File: config.mk
export PLATFORM = sky130hd
export DESIGN_NAME = alu_core
export DESIGN_NICKNAME = d
export VERILOG_FILES = /design/src/pkg/alu_pkg.sv /design/src/verilog/alu_flagcalc.sv /design/src/verilog/alu_regfile.sv /design/src/verilog/alu_core.sv
export SDC_FILE = /design/constraint.sdc
export NUM_CORES = 1
export LEC_CHECK = 0
export ABC_AREA = 1
export BUFFER_PORTS_ARGS = -buffer_cell sky130_fd_sc_hd__buf_4
export CORE_AREA = 2 2 109 190
export DETAILED_ROUTE_END_ITERATION = 16
export DIE_AREA = 0 0 111 192
export PLACE_DENSITY = 0.77
export SETUP_SLACK_MARGIN = 0.1
export SLEW_MARGIN = 10
export SYNTH_ARGS = -nofsm -noshare
export SYNTH_HDL_FRONTEND = slang
export SYNTH_SLANG_ARGS = --single-unit
export TNS_END_PERCENT = 20
File: constraint.sdc
create_clock -name mclk -period 4.1 [get_ports mclk]
set_input_delay 0.615 -clock mclk [delete_from_list [all_inputs] [get_ports mclk]]
set_output_delay 0.615 -clock mclk [all_outputs]
set_load 0.01 [all_outputs]
File: src/pkg/alu_pkg.sv
// alu_pkg: constants shared by the accumulator alu files
package alu_pkg;
  localparam int unsigned DATA_W   = 8;
  // states per instruction, one mclk each
  localparam logic [3:0]  ST_REG   = 4'h4;
  localparam logic [3:0]  ST_MEM   = 4'h7;
  localparam logic [3:0]  ST_IMM   = 4'h7;
  localparam logic [3:0]  ST_INR   = 4'h5;
  localparam logic [3:0]  ST_INRM  = 4'hA;
  localparam logic [3:0]  ST_PAIR  = 4'h5;
  localparam logic [3:0]  ST_DAD   = 4'hA;
  localparam logic [3:0]  ST_DAA   = 4'h4;
  // register field codes
  localparam logic [2:0]  IDX_H    = 3'h4;
  localparam logic [2:0]  IDX_L    = 3'h5;
  localparam logic [2:0]  IDX_MEM  = 3'h6;
  localparam logic [2:0]  IDX_A    = 3'h7;
  localparam logic [1:0]  PAIR_HL  = 2'h2;
  localparam logic [1:0]  PAIR_SP  = 2'h3;
  // operation field of the arithmetic/logic group
  localparam logic [2:0]  OP_ADD   = 3'h0;
  localparam logic [2:0]  OP_ADC   = 3'h1;
  localparam logic [2:0]  OP_SUB   = 3'h2;
  localparam logic [2:0]  OP_SBB   = 3'h3;
  localparam logic [2:0]  OP_AND   = 3'h4;
  localparam logic [2:0]  OP_XOR   = 3'h5;
  localparam logic [2:0]  OP_OR    = 3'h6;
  localparam logic [2:0]  OP_CMP   = 3'h7;
  localparam logic [7:0]  OPC_DAA  = 8'h27;
  localparam logic [3:0]  BCD_MAX  = 4'h9;
  localparam logic [3:0]  BCD_FIX  = 4'h6;
  // flag byte layout
  localparam int unsigned FL_CY    = 0;
  localparam int unsigned FL_P     = 2;
  localparam int unsigned FL_AC    = 4;
  localparam int unsigned FL_Z     = 6;
  localparam int unsigned FL_S     = 7;
  localparam logic [7:0]  FLAGS_RST = 8'h02;
  localparam logic [15:0] SP_RST   = 16'h0000;
  typedef enum logic [1:0] {
    ALU_IDLE = 2'b00,
    ALU_RUN  = 2'b01
  } alu_state_e;
endpackage : alu_pkg

File: src/verilog/alu_flagcalc.sv
// alu_flagcalc: zero, sign and parity of a result byte
module alu_flagcalc
  import alu_pkg::*;
#(
  parameter int unsigned W = alu_pkg::DATA_W
)
(
  // result in
  input  wire logic [W-1:0] res,
  // flags out
  output logic              zero,
  output logic              sign,
  output logic              parity
);
  if (W < 2)
  begin : g_bad_w
    $error("alu_flagcalc needs at least two bits");
  end
  assign zero   = (res == '0);
  assign sign   = res[W-1];
  assign parity = ~^res;
endmodule : alu_flagcalc

File: src/verilog/alu_regfile.sv
// alu_regfile: register array with registered contents and two write ports
module alu_regfile
  import alu_pkg::*;
#(
  parameter int unsigned W     = alu_pkg::DATA_W,
  parameter int unsigned DEPTH = 8,
  parameter int unsigned AW    = 3
)
(
  // clock and reset
  input  wire logic              mclk,
  input  wire logic              rst_n,
  // low write port, wins on a clash
  input  wire logic              we_lo,
  input  wire logic [AW-1:0]     addr_lo,
  input  wire logic [W-1:0]      d_lo,
  // high write port
  input  wire logic              we_hi,
  input  wire logic [AW-1:0]     addr_hi,
  input  wire logic [W-1:0]      d_hi,
  // all entries, straight from the flops
  output logic [DEPTH*W-1:0]     q
);
  logic [W-1:0] mem_reg [DEPTH];
  if (DEPTH != (1 << AW))
  begin : g_bad_depth
    $error("alu_regfile depth must equal two to the address width");
  end
  for (genvar i = 0; i < DEPTH; i++)
  begin : g_ent
    always_ff @(posedge mclk or negedge rst_n)
    begin
      if (!rst_n)
        mem_reg[i] <= '0;
      else if (we_lo && (addr_lo == AW'(i)))
        mem_reg[i] <= d_lo;
      else if (we_hi && (addr_hi == AW'(i)))
        mem_reg[i] <= d_hi;
    end
    assign q[i*W +: W] = mem_reg[i];
  end
endmodule : alu_regfile

File: src/verilog/alu_core.sv
// alu_core: sequencing and datapath of the accumulator arithmetic logic unit
module alu_core
  import alu_pkg::*;
#(
  parameter int unsigned DW = alu_pkg::DATA_W
)
(
  // clock and reset
  input  wire logic        mclk,
  input  wire logic        rst_n,
  // instruction command
  input  wire logic        start,
  input  wire logic [7:0]  opcode,
  input  wire logic [7:0]  byte2,
  input  wire logic [7:0]  mem_rdata,
  // register load while idle
  input  wire logic        ld_we,
  input  wire logic [2:0]  ld_sel,
  input  wire logic [7:0]  ld_data,
  input  wire logic        sp_we,
  input  wire logic [15:0] sp_data,
  // status
  output logic             busy,
  output logic             done,
  output logic             illegal,
  output logic [7:0]       flags,
  // memory write-back
  output logic             mem_we,
  output logic [7:0]       mem_wdata,
  // register view
  output logic [7:0]       acc,
  output logic [15:0]      hl,
  output logic [15:0]      sp,
  output logic [63:0]      regs
);
  import alu_pkg::*;

  if (DW != 8)
  begin : g_bad_dw
    $error("alu_core serves an 8-bit datapath only");
  end

  function automatic logic [3:0] dec_states(input logic [7:0] op);
    logic [3:0] n;
    n = 4'h0;
    if (op[7:6] == 2'b10)
      n = (op[2:0] == IDX_MEM) ? ST_MEM : ST_REG;
    else if (op[7:6] == 2'b11 && op[2:0] == 3'h6)
      n = ST_IMM;
    else if (op == OPC_DAA)
      n = ST_DAA;
    else if (op[7:6] == 2'b00 && op[2:1] == 2'b10)
      n = (op[5:3] == IDX_MEM) ? ST_INRM : ST_INR;
    else if (op[7:6] == 2'b00 && op[2:0] == 3'h3)
      n = ST_PAIR;
    else if (op[7:6] == 2'b00 && op[3:0] == 4'h9)
      n = ST_DAD;
    return n;
  endfunction : dec_states

  alu_state_e  state_reg, state_next;
  logic [3:0]  cnt_reg, cnt_next;
  logic [7:0]  op_reg, opnd_reg;
  logic        busy_reg, done_reg, illegal_reg, mem_we_reg;
  logic [7:0]  mem_wdata_reg, flags_reg, fl_next;
  logic [15:0] sp_reg, sp_next;
  logic [63:0] rf_q;
  logic        f_z, f_s, f_p;

  // command decode on the incoming opcode
  wire       idle      = (state_reg == ALU_IDLE);
  wire       take      = start && idle;
  wire [3:0] in_states = dec_states(opcode);
  wire       accept    = take && (in_states != 4'h0);
  wire       commit    = (state_reg == ALU_RUN) && (cnt_reg == 4'h1);
  wire [2:0] in_src    = (opcode[7:6] == 2'b00) ? opcode[5:3] : opcode[2:0];
  wire       in_imm    = (opcode[7:6] == 2'b11);
  // operand captured once, so later register loads cannot disturb it
  wire [7:0] in_opnd   = in_imm ? byte2 :
                         (in_src == IDX_MEM) ? mem_rdata :
                         rf_q[in_src*8 +: 8];

  // latched instruction classes
  wire [2:0] grp     = op_reg[5:3];
  wire       is_alu  = op_reg[7];
  wire       is_daa  = (op_reg == OPC_DAA);
  wire       low_grp = (op_reg[7:6] == 2'b00) && !is_daa;
  wire       is_inr  = low_grp && (op_reg[2:0] == 3'h4);
  wire       is_dcr  = low_grp && (op_reg[2:0] == 3'h5);
  wire       is_inx  = low_grp && (op_reg[3:0] == 4'h3);
  wire       is_dcx  = low_grp && (op_reg[3:0] == 4'hB);
  wire       is_dad  = low_grp && (op_reg[3:0] == 4'h9);
  wire       is_byte = is_inr || is_dcr;

  wire [7:0] acc_v = rf_q[IDX_A*8 +: 8];
  wire       cy_v  = flags_reg[FL_CY];
  wire       ac_v  = flags_reg[FL_AC];

  // pair selection
  wire [1:0]  rp       = op_reg[5:4];
  wire [2:0]  rp_hi    = {rp, 1'b0};
  wire [2:0]  rp_lo    = {rp, 1'b1};
  wire [15:0] pair_val = (rp == PAIR_SP) ? sp_reg :
                         {rf_q[rp_hi*8 +: 8], rf_q[rp_lo*8 +: 8]};
  wire [15:0] hl_val   = {rf_q[IDX_H*8 +: 8], rf_q[IDX_L*8 +: 8]};
  wire [15:0] pair_nx  = is_dcx ? (pair_val - 16'h0001)
                                : (pair_val + 16'h0001);
  wire [16:0] dad_sum  = {1'b0, hl_val} + {1'b0, pair_val};

  // shared adder: subtraction adds the complement, carry out inverted to borrow
  wire       is_sub = is_alu && (grp == OP_SUB || grp == OP_SBB || grp == OP_CMP);
  wire       use_cy = is_alu && (grp == OP_ADC || grp == OP_SBB);
  wire [7:0] ad_a   = is_alu ? acc_v : opnd_reg;
  wire [7:0] ad_b   = is_alu ? (is_sub ? ~opnd_reg : opnd_reg)
                             : (is_dcr ? 8'hFF : 8'h00);
  wire       ad_c   = is_alu ? (use_cy ? (cy_v ^ is_sub) : is_sub)
                             : is_inr;
  wire [8:0] ad_sum = {1'b0, ad_a} + {1'b0, ad_b} + {8'h00, ad_c};
  wire [4:0] ad_lo  = {1'b0, ad_a[3:0]} + {1'b0, ad_b[3:0]} + {4'h0, ad_c};
  wire       ad_cy  = ad_sum[8] ^ is_sub;

  wire [7:0] and_v = acc_v & opnd_reg;
  wire [7:0] xor_v = acc_v ^ opnd_reg;
  wire [7:0] or_v  = acc_v | opnd_reg;

  // decimal adjust in two steps
  wire       daa_lo = (acc_v[3:0] > BCD_MAX) || ac_v;
  wire [8:0] daa_t  = {1'b0, acc_v} + (daa_lo ? {5'h00, BCD_FIX} : 9'h000);
  wire       daa_hi = (daa_t[7:4] > BCD_MAX) || daa_t[8] || cy_v;
  wire [7:0] daa_v  = daa_t[7:0] + (daa_hi ? {BCD_FIX, 4'h0} : 8'h00);

  wire [7:0] res8 = is_daa ? daa_v :
                    !is_alu ? ad_sum[7:0] :
                    (grp == OP_AND) ? and_v :
                    (grp == OP_XOR) ? xor_v :
                    (grp == OP_OR)  ? or_v  :
                    ad_sum[7:0];

  alu_flagcalc #(
    .W      (8)
  ) u_flags (
    .res    (res8),
    .zero   (f_z),
    .sign   (f_s),
    .parity (f_p)
  );

  // flag update
  wire is_logic = is_alu && (grp == OP_AND || grp == OP_XOR || grp == OP_OR);
  // the register/memory and sets aux carry to the OR of both operands' bit 3; the immediate form clears it
  wire and_rm   = is_alu && (grp == OP_AND) && !op_reg[6];
  wire cy_n     = is_daa ? daa_hi :
                  is_dad ? dad_sum[16] :
                  is_logic ? 1'b0 :
                  is_alu ? ad_cy : cy_v;
  wire ac_n     = is_daa ? (acc_v[3:0] > BCD_MAX) :
                  and_rm ? (acc_v[3] | opnd_reg[3]) :
                  is_logic ? 1'b0 :
                  ad_lo[4];
  wire sets_zsp = is_alu || is_byte || is_daa;

  always_comb
  begin
    fl_next        = flags_reg;
    fl_next[FL_CY] = cy_n;
    if (sets_zsp)
    begin
      fl_next[FL_Z]  = f_z;
      fl_next[FL_S]  = f_s;
      fl_next[FL_P]  = f_p;
      fl_next[FL_AC] = ac_n;
    end
  end

  // register writes at the final state; register loads while idle share the low port
  wire       dst_mem = is_byte && (op_reg[5:3] == IDX_MEM);
  wire       w8_en   = commit && (is_daa || (is_alu && grp != OP_CMP)
                                 || (is_byte && !dst_mem));
  wire [2:0] w8_sel  = is_byte ? op_reg[5:3] : IDX_A;
  wire       pw_en   = commit && (is_dad || ((is_inx || is_dcx) && rp != PAIR_SP));
  wire [1:0] pw_rp   = is_dad ? PAIR_HL : rp;
  wire [15:0] pw_val = is_dad ? dad_sum[15:0] : pair_nx;
  wire       ld_ok   = ld_we && idle && (ld_sel != IDX_MEM);
  wire       we_lo   = w8_en || pw_en || ld_ok;
  wire [2:0] addr_lo = pw_en ? {pw_rp, 1'b1} : (w8_en ? w8_sel : ld_sel);
  wire [7:0] d_lo    = pw_en ? pw_val[7:0] : (w8_en ? res8 : ld_data);
  wire       sp_inc  = commit && (is_inx || is_dcx) && (rp == PAIR_SP);

  alu_regfile #(
    .W       (8),
    .DEPTH   (8),
    .AW      (3)
  ) u_rf (
    .mclk    (mclk),
    .rst_n   (rst_n),
    .we_lo   (we_lo),
    .addr_lo (addr_lo),
    .d_lo    (d_lo),
    .we_hi   (pw_en),
    .addr_hi ({pw_rp, 1'b0}),
    .d_hi    (pw_val[15:8]),
    .q       (rf_q)
  );

  always_comb
  begin
    sp_next = sp_reg;
    if (sp_inc)
      sp_next = pair_nx;
    else if (sp_we && idle)
      sp_next = sp_data;
  end

  always_comb
  begin
    state_next = state_reg;
    cnt_next   = cnt_reg;
    unique case (state_reg)
      ALU_IDLE:
      begin
        if (accept)
        begin
          state_next = ALU_RUN;
          cnt_next   = in_states - 4'h1;
        end
      end
      ALU_RUN:
      begin
        if (commit)
          state_next = ALU_IDLE;
        else
          cnt_next = cnt_reg - 4'h1;
      end
    endcase
  end

  always_ff @(posedge mclk or negedge rst_n)
  begin
    if (!rst_n)
    begin
      state_reg   <= ALU_IDLE;
      cnt_reg     <= 4'h0;
      op_reg      <= 8'h00;
      opnd_reg    <= 8'h00;
      busy_reg    <= 1'b0;
      done_reg    <= 1'b0;
      illegal_reg <= 1'b0;
      flags_reg   <= FLAGS_RST;
      sp_reg      <= SP_RST;
    end
    else
    begin
      state_reg   <= state_next;
      cnt_reg     <= cnt_next;
      busy_reg    <= (state_next == ALU_RUN);
      done_reg    <= commit;
      illegal_reg <= take && (in_states == 4'h0);
      sp_reg      <= sp_next;
      if (accept)
      begin
        op_reg   <= opcode;
        opnd_reg <= in_opnd;
      end
      if (commit)
        flags_reg <= fl_next;
    end
  end

  always_ff @(posedge mclk or negedge rst_n)
  begin
    if (!rst_n)
    begin
      mem_we_reg    <= 1'b0;
      mem_wdata_reg <= 8'h00;
    end
    else
    begin
      mem_we_reg <= commit && dst_mem;
      if (commit && dst_mem)
        mem_wdata_reg <= res8;
    end
  end

  assign busy      = busy_reg;
  assign done      = done_reg;
  assign illegal   = illegal_reg;
  assign flags     = flags_reg;
  assign mem_we    = mem_we_reg;
  assign mem_wdata = mem_wdata_reg;
  assign acc       = acc_v;
  assign hl        = hl_val;
  assign sp        = sp_reg;
  assign regs      = rf_q;

  wire go = start && idle && !ld_we;
endmodule : alu_core

==> run metrics, run 1 <==
vias per cell=5.967; GRT overflow=0; WS Path Type=reg2reg; die area=21310 um2; fmax=0.2593 GHz; Tmin final=3857 ps; Hold Buf Count CTS=0; # DRC=0; Req. time, crit path=4420 ps; Main synth FF type=dfrtp_1; Synthesis Warnings=0; IO Count=180; setup TNS=0 ps; post-synthesis sequential area ratio=29.45%; Die H=192 um; Final Max Slew Viols=0; TritonCTS buffer count=17; Area Growth Syn to Fin=21.88%; Place WS=158.9 ps; VDD IR-drop max=0.8487 mV; Buffers on Ports=176; Crit Path Max Fanout=5; leakage=6.368 nW; diodes inserted=0; Post-synth ARST share=100.0%; Final Cycle Share=94.07%; Slew @ Worst Pin=670.6 ps; Area contributors post-synth=dfrtp_1, nand2_1, o21ai_0; Unique masters post-synth=52; htree depth=4; first-pass GRT wire length=60.66 mm; Slew Limit Headroom=55.02%; r2r startpoint=op_reg[3]; Clock Tree Root=clkbuf_16; first drt pass iteration count=6; DRT antenna net count=0; Die X=111 um; share of cells above drive strength 1=20.56%; Initial Utilization=51.45%; Design Area, Final=12320 um2; RD Place Congestion=0.9789; max reg flops=64; Hold Fails Final Rpt=0; vias in the first global route=10867; largest net degree at the start of global routing=78; final worst slack=243.2 ps; most numerous cell in the Yosys netlist=nand2_1; routed vias=11182; Avg Cell Area, Syn=6.974 um2; crit start category=register; DP Wirelength=32.27 mm; total of max-cap violations=0; RSZ-0062 raised after global routing=yes; placed inst area=11680 um2; synthesis-stage register bit count=119; WL/cell=21.58 um; maximum clock insertion buffer count=2; Crit. End Element=register; EDFF count, synth=0; Cells after Synth=1450; WL final=40.44 mm; CTS tree=done; clock-pin transition on the worst setup and hold timing paths=60 ps; Clock Skew=11.74 ps; gr usage total=37.68%; # rows=68; initial antenna violation count=0; Hold Crit Class=in2async; top cells by count, synth=nand2_1, o21ai_0, inv_1; outcome=complete, no violations; post-synth design cell area=10110 um2; post-synth top area cell=dfrtp_1; # placed instances=1841; Fillers=1850; total core area=19650 um2; share of the synthesized area in the top cell type=29.45%; Post-Layout Cell Count=1874; worst path arrival time=4170 ps; Iteration-0 DRC Markers=1002; Pwr Density=1048 nW/um2; fin nets=1741; Num Clock Sinks=119; crit path launch=op_reg[3]; final setup violation count=0; Worst-Skew Late Latency=440 ps
worst paths after layout:
kind / depth (start not counted) / slack (ps) / end
max: 27 / 240 / flags[2]
min: 1 / 170 / sp[12]
max reg2reg: 27 / 240 / flags[2]
min reg2reg: 0 / 380 / u_rf.q[55]
max in group asynchronous: 2 / 3080 / u_rf.q[63]
min in group mclk: 0 / 380 / u_rf.q[55]
layout make-up:
class                      count  area (um2)  area share (%)
timing repair buffer         223        1712           13.89
tap                          245       306.5           2.487
sequential                   119        2979           24.17
clock buffer                  17       425.4           3.452
multi-input combinational   1085        6096           49.46
inverter                     170       645.6           5.239
clock inverter                15       160.2           1.299
metrics by stage:
stage	hold slack (ps)	total power, mW	utilization (%)
finish	166.1	12.92	62.71
global route	216.3	13.83	62.71
CTS	194.6	12.58	62.41
detailed placement	366.4	11.02	59.43
global placement	365.9	10.98	59.43
floorplan	319.4	7.656	-
kinds of logic (layout without fill, tap and decap cells):
logic type                 count (synthesis)  after routing  share of synthesized area (%)
and+or+nand+nor                          631            631                          28.16
AOI/OAI and AO/OA                        355            355                          20.12
buffers and inverters                    247            425                          10.88
DFF                                      119            119                          29.45
adders and majority gates                 69             69                          8.983
xor gates and xnor gates                  27             27                          2.339
other                                      2              3                        0.07427
worst max-delay path, stage by stage, from the launching register on:
cell,delay (ps)
dfrtp_1,400
inv_4,60
nand2_2,50
nor2_4,140
a21oi_4,70
buf_4,150
nand2_1,50
nand2_1,70
inv_1,210
buf_4,190
nor2_1,40
ha_1,340
a21oi_1,210
nor2_1,60
nor2_1,250
nand2_1,90
nand2_1,80
nand3_1,90
nand2_1,70
nand2_1,50
nand2_1,50
nand2_1,60
nand2_1,80
inv_1,70
ha_1,330
xnor2_2,200
xor2_1,150
o21ai_0,90
what timing repair did:
action | in CTS | in global routing
resized for setup | 0 | 15
setup buffers | 0 | 1
endpoints found under the setup margin | 0 | 25
routing by layer:
layer	vias to the layer above	track usage [%]	part of all wire [%]
met3	196	5.554	6.5
li1	5165	-	-
met2	609	68.59	51
met4	0	31.92	9.7
met5	-	0	0
met1	5212	37.39	32
cell usage in the layout (no fill, tap or decap), types with 12 or more instances in the layout:
cell | synthesis | final
xor2_1 | 20 | 20
buf_4 | 36 | 220
o221ai_1 | 20 | 20
dfrtp_1 | 119 | 118
inv_2 | 11 | 12
ha_1 | 63 | 63
a21oi_1 | 80 | 79
inv_1 | 152 | 151
nand3_1 | 118 | 118
nand2_1 | 324 | 323
o211ai_1 | 15 | 15
nand2_2 | 11 | 12
nor2_1 | 117 | 117
clkbuf_16 | 0 | 17
a31oi_1 | 13 | 12
o21ai_0 | 170 | 167
o21ai_1 | 13 | 14
o22ai_1 | 12 | 12
where the power goes:
| group | switching, mW | internal [mW] | leakage [nW] |
|---|---|---|---|
| clock network | 0.660 | 0.861 | 0.277 |
| logic | 5.61 | 3.43 | 4.61 |
| registers | 0.693 | 1.66 | 1.48 |
(Power assumes the default switching activity.)
==> inputs of run 2 (changes only) <==
--- a/config.mk
+++ b/config.mk
@@ -7,5 +7,5 @@
 export LEC_CHECK = 0
 export ABC_AREA = 1
-export BUFFER_PORTS_ARGS = -buffer_cell sky130_fd_sc_hd__buf_4
+export BUFFER_PORTS_ARGS = -buffer_cell sky130_fd_sc_hd__buf_2
 export CORE_AREA = 2 2 109 190
 export DETAILED_ROUTE_END_ITERATION = 16
@@ -13,5 +13,4 @@
 export PLACE_DENSITY = 0.77
 export SETUP_SLACK_MARGIN = 0.1
-export SLEW_MARGIN = 10
 export SYNTH_ARGS = -nofsm -noshare
 export SYNTH_HDL_FRONTEND = slang
==> constraint.sdc (replaced) <==
create_clock -name mclk -period 4.1 [get_ports mclk]
set_input_delay 0.615 -clock mclk [delete_from_list [all_inputs] [get_ports mclk]]
set_output_delay 0.615 -clock mclk [all_outputs]
set_load 0.005 [all_outputs]
==> run 2 against run 1 <==
Sequential power barely moved. Global-route usage fell by 0.87 points. Clock power barely moved.
==> run metrics, run 2 (synthesized netlist as in run 1, its figures left out) <==
clock-pin transition on the worst setup and hold timing paths=60 ps (about the same); crit-path cells=buf_4 > o211ai_1 > o221ai_2 > fa_1 > nand3b_1 > nand2_1 > a21boi_0 > o21ai_0 > xor2_1 > o21ai_0 > nor2_1 > a21oi_1 > nand2_1; Pwr Density=1035 nW/um2 (-1.2%); reg2reg end=u_rf.q[32]; r2r startpoint=op_reg[4]; Num Clock Sinks=119 (unchanged); WS Path Type=reg2reg; total of max-cap violations=0 (unchanged); first drt pass iteration count=6 (unchanged); Hold Fails Final Rpt=0 (unchanged); Worst-Skew Late Latency=440 ps (about the same); Fillers=1893 (+2.3%); Buffers on Ports=176 (unchanged); vias in the first global route=10653 (-2.0%); maximum clock insertion buffer count=2 (unchanged); # DRC=0 (unchanged); fin nets=1734 (-0.40%); r2r setup slk=220 ps (-20 ps); DP Wirelength=31.21 mm (-3.3%); TritonCTS buffer count=17 (unchanged); Slew Limit Headroom=41.92% (-13 points); max reg flops=64 (unchanged); worst hold slack=251.0 ps (+84.96 ps); IO Count=180 (unchanged); worst path arrival time=4200 ps (+30 ps); initial antenna violation count=0 (unchanged); largest net degree at the start of global routing=64 (-18%); Final Max Slew Viols=0 (unchanged); Hold Crit Class=in2async; Multi-input gate area=6087 um2 (-0.14%); Final Cycle Share=94.55% (+0.48 points); GRT overflow=0 (unchanged); # rows=68 (unchanged); RSZ-0062 raised after global routing=yes; Die H=192 um (unchanged); die area=21310 um2 (unchanged); fmax=0.2580 GHz (-0.51%); VDD IR-drop max=0.6645 mV (-22%); leakage=6.215 nW (-2.4%); Initial Utilization=51.45% (unchanged); Largest stage delay, worst path=610 ps (+210 ps); crit path launch=op_reg[4]; Iteration-0 DRC Markers=1071 (+6.9%); routed vias=11119 (-0.56%); Tmin final=3876 ps (+19.58 ps); Slew @ Worst Pin=871.2 ps (+200.6 ps); Area Growth Syn to Fin=16.69%; gr usage total=36.80% (-0.87 points); total core area=19650 um2 (unchanged); FF+latch area=2980 um2 (about the same); R2R depth=13 (-52%); Die X=111 um (unchanged); first-pass GRT wire length=59.19 mm (-2.4%); end point of the critical path=u_rf.q[32]; WL/cell=21.12 um (-2.1%); RD Place Congestion=1.037 (+6.0%); commonest non-fill, non-tap cell in the layout=nand2_1; htree depth=4 (unchanged); Crit Path Max Fanout=26 (+21); Clock Skew=11.37 ps (-0.3712 ps); WL final=39.42 mm (-2.5%); commonest non-fill, non-tap cells in the layout=nand2_1, buf_2, o21ai_0, inv_1, nand3_1; crit start category=register; final setup violation count=0 (unchanged); vias per cell=5.959 (-0.14%); outcome=complete, no violations; Req. time, crit path=4420 ps (about the same); DRT antenna net count=0 (unchanged); critical path's slowest cell=o211ai_1; CTS tree=done; share of cells above drive strength 1=20.17% (-0.39 points); Clock Tree Root=clkbuf_16; diodes inserted=0 (unchanged); Crit. End Element=register; setup TNS=0 ps (unchanged)
## run 2: changes by cell type in the layout (fill, tap and decap cells not counted), sizes merged
cell      change
bufinv        +1
inv           -9
clkbuf        +2
clkinvlp      -1
clkinv        +6
buf           -7
## run 2: report_power, final
group	switching [mW]	internal [mW]	total [mW]	leakage, nW
Sequential	0.674	1.67	2.34	1.48
Clock	0.589	0.904	1.49	0.275
Combinational	5.31	3.07	8.38	4.46
## run 2: stage by stage
step	power (mW)	worst slack, ps	cells	utilization (%)	instance area (um2)
finish	12.22	223.6	1866	60.04	11800
global route	13.15	21.07	1866	60.04	11800
CTS	11.92	107.7	1865	59.78	11750
detailed placement	10.38	121.4	1834	56.88	11180
global placement	10.27	218.3	1834	56.88	11180
floorplan	7.460	249.7	1451	-	10120
## run 2: what timing repair did
item / 4_1_cts / 5_1_grt
resized for setup: 0 / 17
hold buffers: 0 / 0
setup buffers: 0 / 1
endpoints found under the setup margin: 0 / 14
## run 2: final cells by class
class	count	area share [%]
Clock inverter	12	1.092
Clock buffer	19	3.754
Multi-Input combinational cell	1085	51.59
Sequential cell	119	25.26
Timing Repair Buffer	216	10.24
Tap cell	245	2.598
Inverter	170	5.471
## run 2: per-layer routing
layer | up-vias | routed length, um | global-route usage (%)
met1 | 5118 | 12870 | 37.02
met3 | 230 | 2549 | 4.986
met5 | - | 0 | 0
met2 | 612 | 19490 | 65.22
met4 | 0 | 4513 | 34.28
li1 | 5159 | - | -
## run 2: worst max-delay path: cells and delay by family (launching register included)
kind,cells,cell delay [ps]
and+or+nand+nor,4,490
xor gates and xnor gates,1,220
buffers and inverters,1,240
DFF,1,440
AOI/OAI and AO/OA,6,1890
adders and majority gates,1,480
## run 2: worst min path at each step
stage,startpoint,end,slack (ps),cells after the start
2_1_floorplan,rst_n,busy,320,0
3_3_place_gp,u_rf.q[51],u_rf.q[51],360,0
3_5_place_dp,u_rf.q[51],u_rf.q[51],360,0
4_1_cts,rst_n,u_rf.q[50],290,1
5_1_grt,rst_n,u_rf.q[50],310,1
6_report,rst_n,u_rf.q[50],250,1
